[src/include/capture_timer_defines.svh]
`ifndef CAPTURE_TIMER_DEFINES_SVH
`define CAPTURE_TIMER_DEFINES_SVH

// Register index; the byte address is four times it
`define IDX_CONTROL_A 10'h000
`define IDX_CONTROL_B 10'h001
`define IDX_EVENT_CTRL 10'h004
`define IDX_INT_MASK 10'h005
`define IDX_INT_STATUS 10'h006
`define IDX_RUN_STATUS 10'h007
`define IDX_COUNT 10'h00A
`define IDX_CAPTURE 10'h00C
`define IDX_TOP 10'h00D

`define OFF_CONTROL_A {`IDX_CONTROL_A, 2'b00}
`define OFF_CONTROL_B {`IDX_CONTROL_B, 2'b00}
`define OFF_EVENT_CTRL {`IDX_EVENT_CTRL, 2'b00}
`define OFF_INT_MASK {`IDX_INT_MASK, 2'b00}
`define OFF_INT_STATUS {`IDX_INT_STATUS, 2'b00}
`define OFF_RUN_STATUS {`IDX_RUN_STATUS, 2'b00}
`define OFF_COUNT {`IDX_COUNT, 2'b00}
`define OFF_CAPTURE {`IDX_CAPTURE, 2'b00}
`define OFF_TOP {`IDX_TOP, 2'b00}

`define CA_ENABLE 0
`define CA_CLOCK_SOURCE_SELECT_LO 1
`define CA_CLOCK_SOURCE_SELECT_HI 2
`define CA_SYNC 4
`define CA_STANDBY 6
`define CB_MODE_LO 0
`define CB_MODE_HI 2
`define CB_GATE 4
`define CB_INIT 5
`define CB_START_A 6
`define EV_ENABLE 0
`define EV_EDGE 4
`define EV_FILTER 6

`define CTRL_RESET 8'h00
`define TOP_RESET 16'hFFFF
`define FILTER_SAMPLES 4

`endif

[src/include/capture_timer_pkg.sv]
package capture_timer_pkg;

typedef enum logic [2:0] {
    MODE_PERIODIC = 3'h0,
    MODE_TIMEOUT = 3'h1,
    MODE_CAPTURE = 3'h2,
    MODE_FREQ = 3'h3,
    MODE_PULSE = 3'h4,
    MODE_FREQ_PULSE = 3'h5,
    MODE_SINGLE = 3'h6,
    MODE_PWM8 = 3'h7
} counter_mode_type;

typedef enum logic [1:0] {
    CLK_PERIPH = 2'h0,
    CLK_PERIPH_DIV2 = 2'h1,
    CLK_COMPANION = 2'h2,
    CLK_RESERVED = 2'h3
} clock_source_type;

// One-hot phases of the combined frequency and pulse-width sequence
typedef enum logic [2:0] {
    FP_IDLE = 3'b001,
    FP_HIGH = 3'b010,
    FP_LOW = 3'b100
} fp_state_type;

endpackage : capture_timer_pkg

[src/hdl/capture_timer_control.sv]
`timescale 1ns/1ps
`default_nettype none
`include "capture_timer_defines.svh"

// Functional notes
// - Standby run keeps timer going, except companion clock
// - Sync bit restarts counter with companion restart
// - Clock select: periph, periph/2, companion
// - Enable bit gates all timer operation
// - Single-shot output rises at start or event
// - Initial level bit sets output level outside single and PWM modes
// - Output gate clear forces output zero
// - Mode field selects one of eight modes
// - Filter bit enables noise filter
// - Edge bit selects polarity per mode
// - Periodic mode ignores all events
// - Capture mode captures and interrupts on edge
// - Frequency mode captures, restarts, interrupts
// - Pulse mode restarts then captures opposite edge
// - Combined mode restart, capture, stop, interrupt
// - Event actions only when input enable set
// - Filter passes level after four equal samples
// - Flag clears on write one, status read, or capture read in capture modes
module capture_timer_control
    import capture_timer_pkg::*;
(
    // Clock and reset
    input wire logic pclk,
    input wire logic presetn,
    // APB slave
    input wire logic psel,
    input wire logic penable,
    input wire logic pwrite,
    input wire logic [11:0] paddr,
    input wire logic [31:0] pwdata,
    output logic [31:0] prdata,
    output logic pready,
    output logic pslverr,
    // Event and companion timer
    input wire logic event_in,
    input wire logic companion_timer_clock,
    input wire logic companion_restart,
    // Power
    input wire logic standby_sleep,
    // Outputs
    output logic compare_out,
    output logic irq
);

    logic [7:0] timer_control_a;
    logic [7:0] timer_control_b;
    logic [7:0] event_input_control;
    logic int_mask;
    logic capture_interrupt_flag;
    logic [15:0] count;
    logic [15:0] capture;
    logic [15:0] top;
    logic running;
    logic div_phase;
    logic [1:0] ev_sync;
    logic [1:0] ct_sync;
    logic [1:0] cr_sync;
    logic ct_prev;
    logic cr_prev;
    logic [`FILTER_SAMPLES-1:0] filt_hist;
    logic filt_level;
    logic ev_prev;
    logic shot_out;
    fp_state_type fp_state;

    wire apb_setup = psel && !penable;
    wire apb_write = psel && penable && pwrite && pready;
    wire apb_read = psel && penable && !pwrite && pready;
    wire addr_ok = (paddr == `OFF_CONTROL_A) || (paddr == `OFF_CONTROL_B) ||
        (paddr == `OFF_EVENT_CTRL) || (paddr == `OFF_INT_MASK) ||
        (paddr == `OFF_INT_STATUS) || (paddr == `OFF_RUN_STATUS) ||
        (paddr == `OFF_COUNT) || (paddr == `OFF_CAPTURE) || (paddr == `OFF_TOP);

    counter_mode_type mode;
    clock_source_type clk_sel;
    assign mode = counter_mode_type'(timer_control_b[`CB_MODE_HI:`CB_MODE_LO]);
    assign clk_sel = clock_source_type'(timer_control_a[`CA_CLOCK_SOURCE_SELECT_HI:`CA_CLOCK_SOURCE_SELECT_LO]);

    wire active = timer_control_a[`CA_ENABLE] &&
        !(standby_sleep && (!timer_control_a[`CA_STANDBY] || clk_sel == CLK_COMPANION));
    logic tick;
    always_comb begin
        case (clk_sel)
            CLK_PERIPH: tick = 1'b1;
            CLK_PERIPH_DIV2: tick = div_phase;
            CLK_COMPANION: tick = ct_sync[1] && !ct_prev;
            default: tick = 1'b0;
        endcase
    end
    // Pin inputs pass two flops first
    always_ff @(posedge pclk or negedge presetn) begin
        if (!presetn) begin
            ev_sync <= 2'b00;
            ct_sync <= 2'b00;
            cr_sync <= 2'b00;
            ct_prev <= 1'b0;
            cr_prev <= 1'b0;
            div_phase <= 1'b0;
        end else begin
            ev_sync <= {ev_sync[0], event_in};
            ct_sync <= {ct_sync[0], companion_timer_clock};
            cr_sync <= {cr_sync[0], companion_restart};
            ct_prev <= ct_sync[1];
            cr_prev <= cr_sync[1];
            div_phase <= !div_phase;
        end
    end
    always_ff @(posedge pclk or negedge presetn) begin
        if (!presetn) begin
            filt_hist <= '0;
            filt_level <= 1'b0;
            ev_prev <= 1'b0;
        end else begin
            filt_hist <= {filt_hist[`FILTER_SAMPLES-2:0], ev_sync[1]};
            if (!event_input_control[`EV_FILTER])
                filt_level <= ev_sync[1];
            else if (&filt_hist || ~|filt_hist)
                filt_level <= filt_hist[0];
            ev_prev <= filt_level;
        end
    end
    wire rise = filt_level && !ev_prev;
    wire fall = !filt_level && ev_prev;
    wire ev_ok = active && event_input_control[`EV_ENABLE];
    wire edge_sel = event_input_control[`EV_EDGE];
    wire pos_ev = ev_ok && (edge_sel ? fall : rise);
    wire neg_ev = ev_ok && (edge_sel ? rise : fall);
    wire sync_restart = active && timer_control_a[`CA_SYNC] && cr_sync[1] && !cr_prev;
    wire at_top = (count == top);
    // Event actions per mode
    logic ev_capture, ev_restart, ev_start, ev_stop, ev_irq;
    always_comb begin
        ev_capture = 1'b0;
        ev_restart = 1'b0;
        ev_start = 1'b0;
        ev_stop = 1'b0;
        ev_irq = 1'b0;
        case (mode)
            MODE_PERIODIC: ev_irq = running && tick && at_top;
            MODE_TIMEOUT: begin
                ev_start = pos_ev;
                ev_stop = neg_ev;
                ev_irq = running && tick && at_top;
            end
            MODE_CAPTURE: begin
                ev_capture = pos_ev;
                ev_irq = pos_ev;
            end
            MODE_FREQ: begin
                ev_capture = pos_ev;
                ev_restart = pos_ev;
                ev_irq = pos_ev;
            end
            MODE_PULSE: begin
                ev_restart = pos_ev;
                ev_capture = neg_ev;
                ev_irq = neg_ev;
            end
            MODE_FREQ_PULSE: begin
                ev_restart = pos_ev && (fp_state == FP_IDLE);
                ev_capture = neg_ev && (fp_state == FP_HIGH);
                ev_stop = pos_ev && (fp_state == FP_LOW);
                ev_irq = ev_stop;
            end
            MODE_SINGLE: begin
                ev_start = pos_ev && !running;
                ev_irq = running && tick && at_top;
                ev_stop = ev_irq;
            end
            MODE_PWM8: ev_irq = running && tick && (count[7:0] == top[15:8]);
            default: ev_irq = 1'b0;
        endcase
    end

    always_ff @(posedge pclk or negedge presetn) begin
        if (!presetn)
            fp_state <= FP_IDLE;
        else if (mode != MODE_FREQ_PULSE || !active)
            fp_state <= FP_IDLE;
        else begin
            case (fp_state)
                FP_IDLE: if (pos_ev) fp_state <= FP_HIGH;
                FP_HIGH: if (neg_ev) fp_state <= FP_LOW;
                FP_LOW: if (pos_ev) fp_state <= FP_IDLE;
                default: fp_state <= FP_IDLE;
            endcase
        end
    end

    // Counter; bus write wins over internal update
    always_ff @(posedge pclk or negedge presetn) begin
        if (!presetn) begin
            count <= 16'h0000;
            running <= 1'b0;
        end else if (apb_write && paddr == `OFF_COUNT) begin
            count <= pwdata[15:0];
        end else if (!active) begin
            running <= 1'b0;
        end else begin
            if (ev_restart || sync_restart) begin
                count <= 16'h0000;
                running <= 1'b1;
            end else if (ev_stop) begin
                running <= 1'b0;
            end else if (ev_start) begin
                running <= 1'b1;
            end else if (mode == MODE_PERIODIC || mode == MODE_PWM8) begin
                running <= 1'b1;
                if (tick)
                    count <= (mode == MODE_PWM8 && count[7:0] >= top[7:0]) || at_top ? 16'h0000 : count + 16'h0001;
            end else if (running && tick) begin
                count <= at_top ? 16'h0000 : count + 16'h0001;
            end
        end
    end

    always_ff @(posedge pclk or negedge presetn) begin
        if (!presetn)
            capture <= 16'h0000;
        else if (active && ev_capture)
            capture <= count;
    end
    always_ff @(posedge pclk or negedge presetn) begin
        if (!presetn)
            shot_out <= 1'b0;
        else if (!active || mode != MODE_SINGLE || ev_stop)
            shot_out <= 1'b0;
        else if (timer_control_b[`CB_START_A] ? pos_ev : (running && tick))
            shot_out <= 1'b1;
    end
    always_ff @(posedge pclk or negedge presetn) begin
        if (!presetn)
            compare_out <= 1'b0;
        else if (!timer_control_b[`CB_GATE])
            compare_out <= 1'b0;
        else if (mode == MODE_SINGLE)
            compare_out <= shot_out;
        else if (mode == MODE_PWM8)
            compare_out <= running && (count[7:0] < top[15:8]);
        else
            compare_out <= timer_control_b[`CB_INIT];
    end
    wire capture_interrupt_flag_mode = (mode == MODE_CAPTURE) || (mode == MODE_FREQ) ||
        (mode == MODE_PULSE) || (mode == MODE_FREQ_PULSE);
    always_ff @(posedge pclk or negedge presetn) begin
        if (!presetn)
            capture_interrupt_flag <= 1'b0;
        else if (active && ev_irq)
            capture_interrupt_flag <= 1'b1;
        else if ((apb_write && paddr == `OFF_INT_STATUS && pwdata[0]) ||
                 (apb_read && paddr == `OFF_INT_STATUS) ||
                 (apb_read && paddr == `OFF_CAPTURE && capture_interrupt_flag_mode))
            capture_interrupt_flag <= 1'b0;
    end

    always_ff @(posedge pclk or negedge presetn) begin
        if (!presetn)
            irq <= 1'b0;
        else
            irq <= capture_interrupt_flag && int_mask;
    end

    // Control registers
    always_ff @(posedge pclk or negedge presetn) begin
        if (!presetn) begin
            timer_control_a <= `CTRL_RESET;
            timer_control_b <= `CTRL_RESET;
            event_input_control <= `CTRL_RESET;
            int_mask <= 1'b0;
            top <= `TOP_RESET;
        end else if (apb_write) begin
            case (paddr)
                `OFF_CONTROL_A: timer_control_a <= pwdata[7:0] & 8'h57;
                `OFF_CONTROL_B: timer_control_b <= pwdata[7:0] & 8'h77;
                `OFF_EVENT_CTRL: event_input_control <= pwdata[7:0] & 8'h51;
                `OFF_INT_MASK: int_mask <= pwdata[0];
                `OFF_TOP: top <= pwdata[15:0];
                default: int_mask <= int_mask;
            endcase
        end
    end

    // No wait state; read data is registered during the setup cycle
    always_ff @(posedge pclk or negedge presetn) begin
        if (!presetn) begin
            pready <= 1'b0;
            pslverr <= 1'b0;
            prdata <= 32'h00000000;
        end else begin
            pready <= apb_setup;
            pslverr <= apb_setup && !addr_ok;
            prdata <= 32'h00000000;
            if (apb_setup && !pwrite) begin
                case (paddr)
                    `OFF_CONTROL_A: prdata <= {24'h000000, timer_control_a};
                    `OFF_CONTROL_B: prdata <= {24'h000000, timer_control_b};
                    `OFF_EVENT_CTRL: prdata <= {24'h000000, event_input_control};
                    `OFF_INT_MASK: prdata <= {31'h0, int_mask};
                    `OFF_INT_STATUS: prdata <= {31'h0, capture_interrupt_flag};
                    `OFF_RUN_STATUS: prdata <= {31'h0, running};
                    `OFF_COUNT: prdata <= {16'h0000, count};
                    `OFF_CAPTURE: prdata <= {16'h0000, capture};
                    `OFF_TOP: prdata <= {16'h0000, top};
                    default: prdata <= 32'h00000000;
                endcase
            end
        end
    end

    capture_load_a: assert property (@(posedge pclk) disable iff (!presetn)
        (active && mode == MODE_CAPTURE && pos_ev) |=> capture == $past(count))
        else $error("capture not loaded on selected edge");
    periodic_noevent_a: assert property (@(posedge pclk) disable iff (!presetn)
        (mode == MODE_PERIODIC) |-> !ev_capture && !ev_restart)
        else $error("event acted in periodic mode");
    gate_zero_a: assert property (@(posedge pclk) disable iff (!presetn)
        !timer_control_b[`CB_GATE] |=> !compare_out)
        else $error("output not zero with gate clear");
    disabled_stop_a: assert property (@(posedge pclk) disable iff (!presetn)
        !timer_control_a[`CA_ENABLE] ##1 !timer_control_a[`CA_ENABLE] |-> !running)
        else $error("counter runs while disabled");
    flag_set_a: assert property (@(posedge pclk) disable iff (!presetn)
        (active && ev_irq) |=> capture_interrupt_flag)
        else $error("flag not set on event");
    freq_restart_a: assert property (@(posedge pclk) disable iff (!presetn)
        (active && mode == MODE_FREQ && pos_ev && !(apb_write && paddr == `OFF_COUNT)) |=> count == 16'h0000)
        else $error("counter not cleared in frequency mode");
    event_gate_a: assert property (@(posedge pclk) disable iff (!presetn)
        !event_input_control[`EV_ENABLE] |-> !pos_ev && !neg_ev)
        else $error("event passed while input disabled");
    init_level_a: assert property (@(posedge pclk) disable iff (!presetn)
        (timer_control_b[`CB_GATE] && mode == MODE_CAPTURE) |=> compare_out == $past(timer_control_b[`CB_INIT]))
        else $error("output not at initial level");

endmodule : capture_timer_control
`default_nettype wire

[config.mk]
export PLATFORM = sky130hd
export DESIGN_NAME = capture_timer_control
export DESIGN_NICKNAME = d
export VERILOG_FILES = /design/src/include/capture_timer_pkg.sv /design/src/hdl/capture_timer_control.sv
export VERILOG_INCLUDE_DIRS = /design/src /design/src/include
export SDC_FILE = /design/constraint.sdc
export NUM_CORES = 1
export LEC_CHECK = 0
export ABC_CLOCK_PERIOD_IN_PS = 2700
export BUFFER_PORTS_ARGS = -buffer_cell sky130_fd_sc_hd__buf_4
export CAP_MARGIN = 30
export CORE_MARGIN = 5
export CORE_UTILIZATION = 55
export CTS_CLUSTER_SIZE = 12
export DETAILED_ROUTE_END_ITERATION = 6
export GPL_TIMING_DRIVEN = 0
export PLACE_DENSITY = 0.78
export SETUP_SLACK_MARGIN = 0.3
export SKIP_CTS_REPAIR_TIMING = 1
export SLEW_MARGIN = 10
export SYNTH_ARGS = -nofsm -noshare
export SYNTH_HDL_FRONTEND = slang
export SYNTH_SLANG_ARGS = --single-unit
export TNS_END_PERCENT = 5
[constraint.sdc]
create_clock -name pclk -period 2.7 [get_ports pclk]
set_clock_uncertainty 0.1 [all_clocks]
set_input_delay 0.27 -clock pclk [delete_from_list [all_inputs] [get_ports pclk]]
set_output_delay 0.27 -clock pclk [all_outputs]
set_load 0.02 [all_outputs]
=== Word level (Yosys, flattened, before mapping) ===
Cells that the tools add are included.

* Bits in registers: 120
* Input port bits: 53
* Output and inout port bits: 36
* Word-level logic and storage cells: 192

* Add/sub/neg operators: 1
* $lt $le $gt $ge: 2
* Equality and inequality tests: 32
* Multiplexer cells: 40
* Bitwise gates (word level): 1
* Reductions and logical operators: 91

{| class="wikitable"
|+ Operators by type and width
! cell !! number
|-
| 16-bit two-way mux || 11
|-
| 16-bit case mux with 9 select lines || 1
|-
| 12-bit by 5-bit equality test with 1-bit output (second input constant) || 4
|-
| 1-bit logical AND || 37
|-
| 12-bit by 6-bit equality test with 1-bit output (second input constant) || 3
|-
| 1-bit logical OR || 21
|-
| 1-bit two-way mux || 17
|-
| 16-bit by 1-bit adder with 16-bit output (second input constant) || 1
|-
| 16-bit equality test || 1
|-
| 3-bit equality test (second input constant) || 5
|-
| 1-bit zero test || 13
|-
| 12-bit by 3-bit equality test with 1-bit output (second input constant) || 1
|-
| 12-bit zero test || 1
|-
| 3-bit two-way mux || 4
|-
| 2-bit AND reduction || 6
|-
| 3-bit by 2-bit equality test with 1-bit output (second input constant) || 3
|-
| 3-bit by 2-bit != test with 1-bit output (second input constant) || 3
|-
| 1-bit case mux with 3 select lines || 3
|-
| 3-bit case mux with 3 select lines || 1
|-
| 8-bit equality test || 1
|-
| 8-bit >= comparator || 1
|-
| 8-bit < comparator || 1
|-
| 3-bit by 1-bit equality test with 1-bit output (second input constant) || 2
|-
| 3-bit by 1-bit != test with 1-bit output (second input constant) || 2
|-
| 19 further kinds || 24
|}

=== Logic depth before layout (Yosys ltp) ===
Gate-level depths: netlist of run 1.

* Depth after elaboration: 14
* Mapped depth: 10
* Depth with buffers taken out: 9

=== Least setup slack after synthesis of run 1 ===
OpenSTA, ideal clock, no wires.

* Kind: register -> register
* Start point: register top[1]
* End point: register count[10]
* Arrival: 2.226 ns
* Slack: 0.308 ns
* Cell stages (with the launch flop): 11
* Buffers on the path: 1
* Period minus slack after synthesis: 2.392 ns
* Cells stage by stage: dfstp_2 inv_1 ha_1 and4_1 and4_1 nand3_1 nand2_1 or3_1 clkbuf_1 o41ai_1 a22o_1

* Cells in the longest elaborated chain, start to end: 11
* Elaborated cells on any way between the ends: 18

{| class="wikitable"
|+ Ends and longest elaborated chain
! what !! line !! RTL
|-
| from (decl) || capture_timer_control.sv:57 || <nowiki>logic [15:0] top;</nowiki>
|-
| from (signal assigned) || capture_timer_control.sv:275 || <nowiki>top <= `TOP_RESET;</nowiki>
|-
| from (signal assigned) || capture_timer_control.sv:282 || <nowiki>`OFF_TOP: top <= pwdata[15:0];</nowiki>
|-
| 8-bit >= comparator || capture_timer_control.sv:215 || <nowiki>count <= (mode == MODE_PWM8 && count[7:0] >= top[7:0]) || at_top ? 16'h0000 : count + 16'h0001;</nowiki>
|-
| 1-bit logical AND || capture_timer_control.sv:215 ||
|-
| 1-bit logical OR || capture_timer_control.sv:215 ||
|-
| 16-bit two-way mux || capture_timer_control.sv:215 ||
|-
| 16-bit two-way mux || capture_timer_control.sv:214 || <nowiki>if (tick)</nowiki>
|-
| 16-bit two-way mux || capture_timer_control.sv:212 || <nowiki>end else if (mode == MODE_PERIODIC || mode == MODE_PWM8) begin</nowiki>
|-
| 16-bit two-way mux || capture_timer_control.sv:210 || <nowiki>end else if (ev_start) begin</nowiki>
|-
| 16-bit two-way mux || capture_timer_control.sv:208 || <nowiki>end else if (ev_stop) begin</nowiki>
|-
| 16-bit two-way mux || capture_timer_control.sv:205 || <nowiki>if (ev_restart || sync_restart) begin</nowiki>
|-
| 16-bit two-way mux || capture_timer_control.sv:202 || <nowiki>end else if (!active) begin</nowiki>
|-
| 16-bit two-way mux || capture_timer_control.sv:200 || <nowiki>end else if (apb_write && paddr == `OFF_COUNT) begin</nowiki>
|-
| to (signal assigned) || capture_timer_control.sv:201 || <nowiki>count <= pwdata[15:0];</nowiki>
|-
| to (signal assigned) || capture_timer_control.sv:215 ||
|-
| to (signal assigned) || capture_timer_control.sv:217 || <nowiki>count <= at_top ? 16'h0000 : count + 16'h0001;</nowiki>
|-
| to (decl) || capture_timer_control.sv:55 || <nowiki>logic [15:0] count;</nowiki>
|}

Several ways; a longest one is shown, not always the timed one. The select of a mux whose other input is x is not followed.
A chain may end at the register's enable or synchronous reset.

=== Worst setup path after layout of run 1 ===
* Start point: register count[6]
* End point: register count[9]

* Cells in the longest elaborated chain, start to end: 11
* Elaborated cells on any way between the ends: 19

{| class="wikitable"
|+ Ends and longest elaborated chain
! what
|-
| parallel branches: the longest is 11 deep, another holds 16-bit by 1-bit adder with 16-bit output
|}

Several ways; the timed one is not identified. The select of a mux whose other input is x is not followed.

==> results of run 1 <==
-- flip-flops by register name, indices dropped and copies added, names as in the netlist, 2 cells and up --
| name | cells |
|---|---|
| ct_sync | 2 |
| top | 16 |
| capture | 16 |
| filt_hist | 4 |
| fp_state | 3 |
| timer_control_b | 6 |
| ev_sync | 2 |
| cr_sync | 2 |
| timer_control_a | 5 |
| prdata | 16 |
| event_input_control | 3 |
| count | 16 |
-- power by group --
part / switching [mW] / internal (mW)
clock: 0.585 / 0.354
sequential: 0.00812 / 1.57
combinational: 0.103 / 0.0774
total: 0.696 / 2.00
-- cells by family after synthesis --
group,share of synthesized area (%)
AOI/OAI and AO/OA,18.7
adders and majority gates,4.17
and+or+nand+nor,16.2
buffers and inverters,6.49
DFF,46.0
muxes,7.24
xor gates and xnor gates,1.23
other,0.0657
-- worst max path at each step --
stage	startpoint	endpoint	slack, ns	cells past startpoint
final	count[6]	count[9]	0.18	9
after global routing	top[6]	count[15]	0.11	10
after CTS	top[7]	count[3]	-0.15	10
after detailed placement	top[7]	count[3]	-0.11	10
after global placement	top[7]	count[11]	-0.10	10
after floorplan	top[1]	count[10]	0.31	10
-- routing by layer --
layer  vias to the layer above  routed length (µm)  global-route usage, %
li1                       2243                   -                      -
met1                      2367                6650                   35.9
met5                         -                   0                      0
met3                        31                1440                   3.53
met4                         0                 351                   9.08
met2                       277                6890                   35.2
-- through the flow --
stage | total power [mW] | TNS [ns] | hold WS, ns | instance area (µm²)
after floorplan | 1.68 | 0 | -0.126 | 5760
after global placement | 1.77 | -1.14 | 0.233 | 6350
after detailed placement | 1.78 | -1.25 | 0.222 | 6380
after CTS | 2.71 | -1.83 | -0.190 | 6560
after global routing | 2.80 | 0 | 0.0110 | 7030
final | 2.70 | 0 | 0.00406 | 7030
-- layout make-up --
class / count / area (µm²) / area share [%]
multi-input cells: 394 / 2950 / 42.0
flip-flops and latches: 104 / 2630 / 37.4
repair buffers: 87 / 703 / 10.0
plain buffers: 40 / 274 / 3.90
well taps: 136 / 170 / 2.42
clock buffers: 10 / 128 / 1.81
inverters: 32 / 120 / 1.71
clock inverters: 6 / 52.6 / 0.747
-- synth_stat cells (5+ instances only) --
library cell / instances / share of area (%)
o22ai_1: 5 / 0.55
dfstp_2: 17 / 7.8
buf_2: 8 / 0.70
nor3_1: 9 / 0.79
nor2b_1: 7 / 0.77
clkbuf_1: 11 / 0.72
o21ai_0: 32 / 2.8
nand2b_1: 11 / 1.2
mux2_2: 24 / 4.7
a21oi_2: 7 / 1.1
o2bb2ai_1: 6 / 0.92
a222oi_1: 10 / 1.8
dfrtp_1: 87 / 38
a22oi_1: 18 / 2.4
ha_1: 19 / 4.2
nand3b_1: 7 / 0.92
xor2_1: 5 / 0.77
o22ai_2: 6 / 1.3
nand2_1: 39 / 2.6
and3_1: 5 / 0.55
nand3_1: 12 / 1.1
mux2_1: 10 / 2.0
nor4_1: 11 / 1.2
a32oi_1: 5 / 0.77
inv_1: 32 / 2.1
buf_4: 18 / 2.4
nand4_1: 6 / 0.66
a21oi_1: 22 / 1.9
nor2_1: 37 / 2.4
-- cell usage in the layout (no fill, tap or decap), types with 9 or more instances in the layout --
cell type   n
buf_4      97
mux2_1     10
nor4_1     10
inv_1      25
clkbuf_8    9
nand3_1    10
o21ai_0    27
a222oi_1   10
nor2_1     37
conb_1     16
ha_1       13
nand2_1    38
dfrtp_1    80
mux2_2     24
a22oi_1    18
clkbuf_1   10
nand2b_1   11
a21oi_1    22
dfstp_2    17
-- critical path, cell delays in order, from the launching register on --
cell	delay, ns
dfrtp_1	0.54
ha_4	0.34
nand4_1	0.18
nor4_4	0.23
nand3_4	0.15
nor4_4	0.31
o21ba_4	0.26
clkbuf_16	0.17
a21oi_2	0.04
o22ai_2	0.13
==> results.yml, run 1 <==
worst_setup_path:
  cp.arrival_ns: 2.74
  cp-start-kind: "flop"
  r2r-start: "count[6]"
  regToRegEndpoint: "count[9]"
  worstRegToRegCells: 9
  rrSetupSlack_ns: 0.18
  crit_type: "reg2reg"
  cp_max_fo: 8
  cp-end-kind: "flop"
  required_ns: 2.92
worst_hold_path:
  min_path_type: "in2reg"
  holdPathStages: 3
  whs_endpoint: "top[10]"
  holdCritStartpoint: "pwdata[10]"
sta:
  finalHoldViolCount: 0
  setup-violations-final: 0
  fin_crit_sh_pct: 93.4
  max_slew_margin_pct: 45.5
  slew_viol_final: 0
  max_freq_ghz: 0.396
  rsz0062_at_grt: "yes"
  tightestPinTransition_ns: 0.813
  setup_ws_ns: 0.177
  finalCriticalPeriod_ns: 2.52
floorplanning:
  die_width_um: 112
  rows: 37
  die_h_um: 112
  core-area_um2: 10200
  dieArea_um2: 12500
  start_util_pct: 55.8
  ios: 89
place:
  placed_cells: 763
  io_buffer_count: 56
  pre_cts_ws_ns: -0.111
  place.detailed.hpwl_um: 10900
  place.gp.congestion: 0.904
global_routing:
  antenna_found_initial: 0
  grt_usage_pct: 24.0
  grt_max_degree: 60
  grt_pass1_wl_um: 24100
  grt_overflow: 0
  grt_pass1_vias: 4679
clock_tree:
  h-tree-depth: 3
  numCtsBuffers: 9
  cts_tree: "done"
  clk_pin_slew_ns: 0.11
  max-clock-path-buffers: 2
  cts-root-buf: "clkbuf_8"
  clock_latency_ns: 0.38
  clock-sinks: 104
power_and_ir_drop:
  p_per_area_nw_per_um2: 384
  p_leak_nw: 3.12
  ir_drop_v: 0.000233
logic_synthesis:
  synth-seq-cells: 104
  netlist_instances: 555
  ys_warn_count: 0
  ys.flop_type: "dfrtp_1"
  synth_async_sr_flop_share_pct: 100
  avgSynthCellArea_um2: 10.3
  ys_seq_area_share_pct: 46.0
  netlist_area_um2: 5710
  synth-edff-count: 0
  ys_types: 74
detailed_routing:
  ant_nets: 0
  wl_per_cell_um: 18.9
  drt_first_pass_iters: 6
  drtIter0Drc: 633
  drc: 0
  avgViaCountPerCell: 6.08
  drt_wl_total_um: 15300
  num_vias: 4918
final_layout:
  drive_gt1_share_pct: 34.2
  diodes: 0
  syn_to_final_growth_pct: 23.3
  n_fill_cell: 797
  final_nets: 740
  fin_cells: 809
  final_util_pct: 68.8
run:
  drv_cap: 0
outcome:
  outcome: "finished, final reports clean"
Note: power is estimated with default switching activity, not from simulation.
==> run 2, diff against run 1 <==
--- a/config.mk
+++ b/config.mk
@@ -9,6 +9,7 @@
 export ABC_CLOCK_PERIOD_IN_PS = 2700
 export BUFFER_PORTS_ARGS = -buffer_cell sky130_fd_sc_hd__buf_4
 export CAP_MARGIN = 30
+export CORE_ASPECT_RATIO = 1.2
 export CORE_MARGIN = 5
 export CORE_UTILIZATION = 55
 export CTS_CLUSTER_SIZE = 12
==> results.yml, run 2 (synthesis results as in run 1) <==
outcome:
  outcome: "complete, but fails checks"
  failed_checks: "design-rule violations"
sta:
  slew_viol_final: 0
  max_freq_ghz: 0.374
  tightestPinTransition_ns: 0.984
  rsz0062_at_grt: "yes"
  fin_tns_setup_ns: 0
  setup_ws_ns: 0.0274
  setup-violations-final: 0
  whs_ns: 0.0176
  fin_crit_sh_pct: 99.0
  max_slew_margin_pct: 34.0
  finalCriticalPeriod_ns: 2.67
  finalHoldViolCount: 0
place:
  io_buffer_count: 56
  pre_cts_ws_ns: -0.219
  place.gp.congestion: 0.943
  place.detailed.hpwl_um: 11000
  placed_cells: 752
  place_area_um2: 6340
floorplanning:
  ios: 89
  die_width_um: 103
  dieArea_um2: 12500
  rows: 40
  die_h_um: 122
  core-area_um2: 10100
  start_util_pct: 56.4
worst_hold_path:
  whs_endpoint: "pready"
  holdCritStartpoint: "penable"
  min_path_type: "in2reg"
  holdPathStages: 2
detailed_routing:
  met2_length_um: 8160
  highest_layer: "met4"
  drc: 2
  avgViaCountPerCell: 6.25
  met3_length_um: 1010
  ant_nets: 0
  num_vias: 4891
  drt_first_pass_iters: 7
  drt_wl_total_um: 15900
  drtIter0Drc: 373
  wl_met1_um: 6140
  wl_per_cell_um: 20.4
worst_setup_path:
  cp_common_cell: "nor4_4"
  crit_type: "reg2reg"
  cp-end-kind: "flop"
  path_buf_inv: 2
  slowest_delay_ns: 0.54
  regToRegEndpoint: "count[4]"
  r2r-start: "top[6]"
  rrSetupSlack_ns: 0.03
  cp.arrival_ns: 2.79
  worstPathCellList: "inv_2 > ha_4 > nand4_1 > nor4_4 > nand3_4 > nor4_4 > o21ba_4 > buf_6 > o2bb2ai_1"
  cp_slowest_cell: "dfstp_2"
  required_ns: 2.82
  cp_max_fo: 10
  crit_family: "simple AND/OR/NAND/NOR gates"
  worstRegToRegCells: 9
  cp-start-kind: "flop"
global_routing:
  grt_pass1_vias: 4802
  grt_pass1_wl_um: 24500
  grt_max_degree: 105
  grt_usage_pct: 25.4
  antenna_found_initial: 0
  grt_overflow: 0
clock_tree:
  max-clock-path-buffers: 2
  cts_tree: "done"
  cts-root-buf: "clkbuf_16"
  clock-sinks: 104
  clk_pin_slew_ns: 0.07
  clock_latency_ns: 0.35
  h-tree-depth: 3
  numCtsBuffers: 9
power_and_ir_drop:
  p_leak_nw: 3.13
  pwr-share-seq_pct: 48.1
  switching_power_mw: 0.699
  switching_share_pct: 21.3
  ir_drop_v: 0.000261
  p_int_mw: 2.58
  clockPowerShare_pct: 46.4
  p_per_area_nw_per_um2: 467
  power_frac_comb_pct: 5.4
final_layout:
  syn_to_final_growth_pct: 23.1
  final_nets: 723
  drive_gt1_share_pct: 30.9
  mostFrequentLayoutCell: "dfrtp_1"
  fin_cells: 782
  diodes: 0
  final_cell_mix: "dfrtp_1, buf_4, nand2_1, nor2_1, o21ai_0"
  final_cell_area_um2: 7030
run:
  drv_cap: 0
==> run 2: cell type report <==
type	count	area [µm²]
Multi-Input combinational cell	394	2910
Timing Repair Buffer	70	593
Inverter	32	120
Fill cell	775	3080
Tap cell	126	158
Clock buffer	11	243
Clock inverter	5	105
Sequential cell	104	2630
Buffer	40	274
==> run 2: worst reg2reg max path, delay by kind of cell, from the launching register on <==
| kind | cells | cell delay (ns) |
|---|---|---|
| simple gates | 4 | 1.01 |
| flops | 1 | 0.54 |
| compound gates | 2 | 0.38 |
| fa+ha+maj | 1 | 0.26 |
| buf+inv | 2 | 0.25 |
==> run 2: per-stage QoR <==
step                      util, %  power [mW]
after global routing         69.5        3.37
after CTS                    66.2        3.28
after floorplan                 -        1.68
after detailed placement     62.8        1.78
after global placement       62.7        1.77
final                        69.5        3.28
==> run 2: worst max path at each step <==
stage,startpoint,end,slack [ns],cells past startpoint
final,top[6],count[4],0.03,9
after global routing,top[5],count[13],-0.01,10
after CTS,count[0],count[4],-0.23,10
after detailed placement,count[0],count[4],-0.22,10
after global placement,count[0],count[4],-0.18,10
after floorplan,top[1],count[10],0.31,10
==> run 2: per-layer routing <==
layer | vias up | global-route usage [%]
met3 | 54 | 4.75
met5 | - | 0
met4 | 0 | 11.8
li1 | 2205 | -
met1 | 2424 | 31.8
met2 | 208 | 42.0
==> run 2: power by group through the flow <==
stage / Combinational (mW) / Clock [mW] / Sequential, mW
detailed placement: 0.167 / 0 / 1.61
CTS: 0.168 / 1.54 / 1.58
floorplan: 0.0710 / 0 / 1.61
global route: 0.195 / 1.59 / 1.58
finish: 0.178 / 1.52 / 1.58
global placement: 0.165 / 0 / 1.61
==> run 3, diff against run 2 <==
==> constraint.sdc (replaced) <==
create_clock -name pclk -period 2.7 [get_ports pclk]
set_clock_uncertainty 0.1 [all_clocks]
set_input_delay 0.135 -clock pclk [delete_from_list [all_inputs] [get_ports pclk]]
set_output_delay 0.135 -clock pclk [all_outputs]
set_load 0.02 [all_outputs]
==> results.yml, run 3 (synthesis results as in run 1) <==
final_layout:
  final_cell_mix: "dfrtp_1, buf_4, nand2_1, nor2_1, o21ai_0"
  drive_gt1_share_pct: 30.2
  n_fill_cell: 753
  syn_to_final_growth_pct: 25.9
  final_util_pct: 71.1
  diodes: 0
  mostFrequentLayoutCell: "dfrtp_1"
  final_nets: 739
clock_tree:
  clock-sinks: 104
  cts-root-buf: "clkbuf_16"
  clock_latency_ns: 0.35
  numCtsBuffers: 9
  max-clock-path-buffers: 2
  h-tree-depth: 3
  clk_pin_slew_ns: 0.07
  cts_tree: "done"
power_and_ir_drop:
  ir_drop_v: 0.000266
  p_total_mw: 3.30
  p_leak_nw: 3.20
  p_per_area_nw_per_um2: 459
outcome:
  failed_checks: "negative hold slack"
  outcome: "complete, but fails checks"
detailed_routing:
  ant_nets: 0
  num_vias: 4968
  drt_first_pass_iters: 7
  drc: 0
  drt_wl_total_um: 16000
  drtIter0Drc: 317
  wl_per_cell_um: 20.1
  avgViaCountPerCell: 6.23
place:
  place.detailed.hpwl_um: 11000
  io_buffer_count: 56
  place.gp.congestion: 0.943
worst_setup_path:
  regToRegEndpoint: "count[4]"
  cp-end-kind: "flop"
  rrSetupSlack_ns: 0.01
  r2r-start: "top[6]"
  cp.arrival_ns: 2.81
  crit_type: "reg2reg"
  cp_max_fo: 10
  worstRegToRegCells: 9
  required_ns: 2.82
  cp-start-kind: "flop"
floorplanning:
  start_util_pct: 56.4
  dieArea_um2: 12500
  rows: 40
  core-area_um2: 10100
  ios: 89
  die_width_um: 103
  die_h_um: 122
global_routing:
  grt_usage_pct: 25.4
  grt_pass1_vias: 4802
  antenna_found_initial: 0
  grt_overflow: 0
  grt_pass1_wl_um: 24500
  grt_max_degree: 105
worst_hold_path:
  min_path_type: "in2reg"
  whs_endpoint: "event_input_control[0]"
  holdPathStages: 3
  holdCritStartpoint: "pwdata[0]"
sta:
  tightestPinTransition_ns: 0.958
  slew_viol_final: 0
  rsz0062_at_grt: "yes"
  setup-violations-final: 0
  max_slew_margin_pct: 35.8
  finalCriticalPeriod_ns: 2.69
  finalHoldViolCount: 3
  whs_ns: -0.0110
  max_freq_ghz: 0.372
  fin_crit_sh_pct: 99.6
run:
  drv_cap: 0
==> run 3: cell count changes in the layout (fill, tap and decap cells not counted), sizes merged <==
cell / before / now
dlygate4sd3: 4 / 20
==> run 3: area by class of cell <==
type | instances | area [µm²] | area share, %
buffer | 40 | 274 | 3.81
tap | 126 | 158 | 2.19
clock buffer | 11 | 243 | 3.38
sequential | 104 | 2630 | 36.6
inverter | 32 | 120 | 1.67
timing repair buffer | 86 | 753 | 10.5
clock inverter | 5 | 105 | 1.46
multi-input combinational | 394 | 2910 | 40.4
==> run 3: critical path, stage by stage, from the launching register on <==
cell	delay, ns
dfstp_2	0.54
inv_2	0.05
ha_4	0.26
nand4_1	0.23
nor4_4	0.27
nand3_4	0.16
nor4_4	0.37
o21ba_4	0.27
buf_6	0.19
o2bb2ai_1	0.10
==> run 3: how the worst max path moves through the flow <==
stage	to	depth (start not counted)	from
3_5_place_dp	count[4]	10	count[0]
2_1_floorplan	count[10]	10	top[1]
5_1_grt	count[13]	10	top[5]
4_1_cts	count[4]	10	count[0]
3_3_place_gp	count[4]	10	count[0]
6_report	count[4]	9	top[6]
==> run 3: per-stage QoR <==
step	instance area, µm²	cells	TNS (ns)	worst slack, ns
after floorplan	5760	570	0	0.308
after global placement	6340	752	-1.06	-0.176
after detailed placement	6340	752	-2.22	-0.219
after CTS	6690	768	-2.70	-0.231
after global routing	7190	798	-0.0443	-0.0108
final	7190	798	0	0.0120
==> run 3: metal layers <==
layer  track usage (%)  vias up  part of all wire (%)
met5                 0        -                     0
met4              11.8        0                   4.1
met3              4.75       55                   5.9
met2              42.0      222                    51
met1              31.8     2448                    39
li1                  -     2243                     -
==> run 3: report_power, final <==
group / total, mW / switching, mW / internal (mW)
logic: 0.197 / 0.105 / 0.0918
clock network: 1.52 / 0.588 / 0.932
registers: 1.58 / 0.00776 / 1.57
total: 3.30 / 0.701 / 2.59
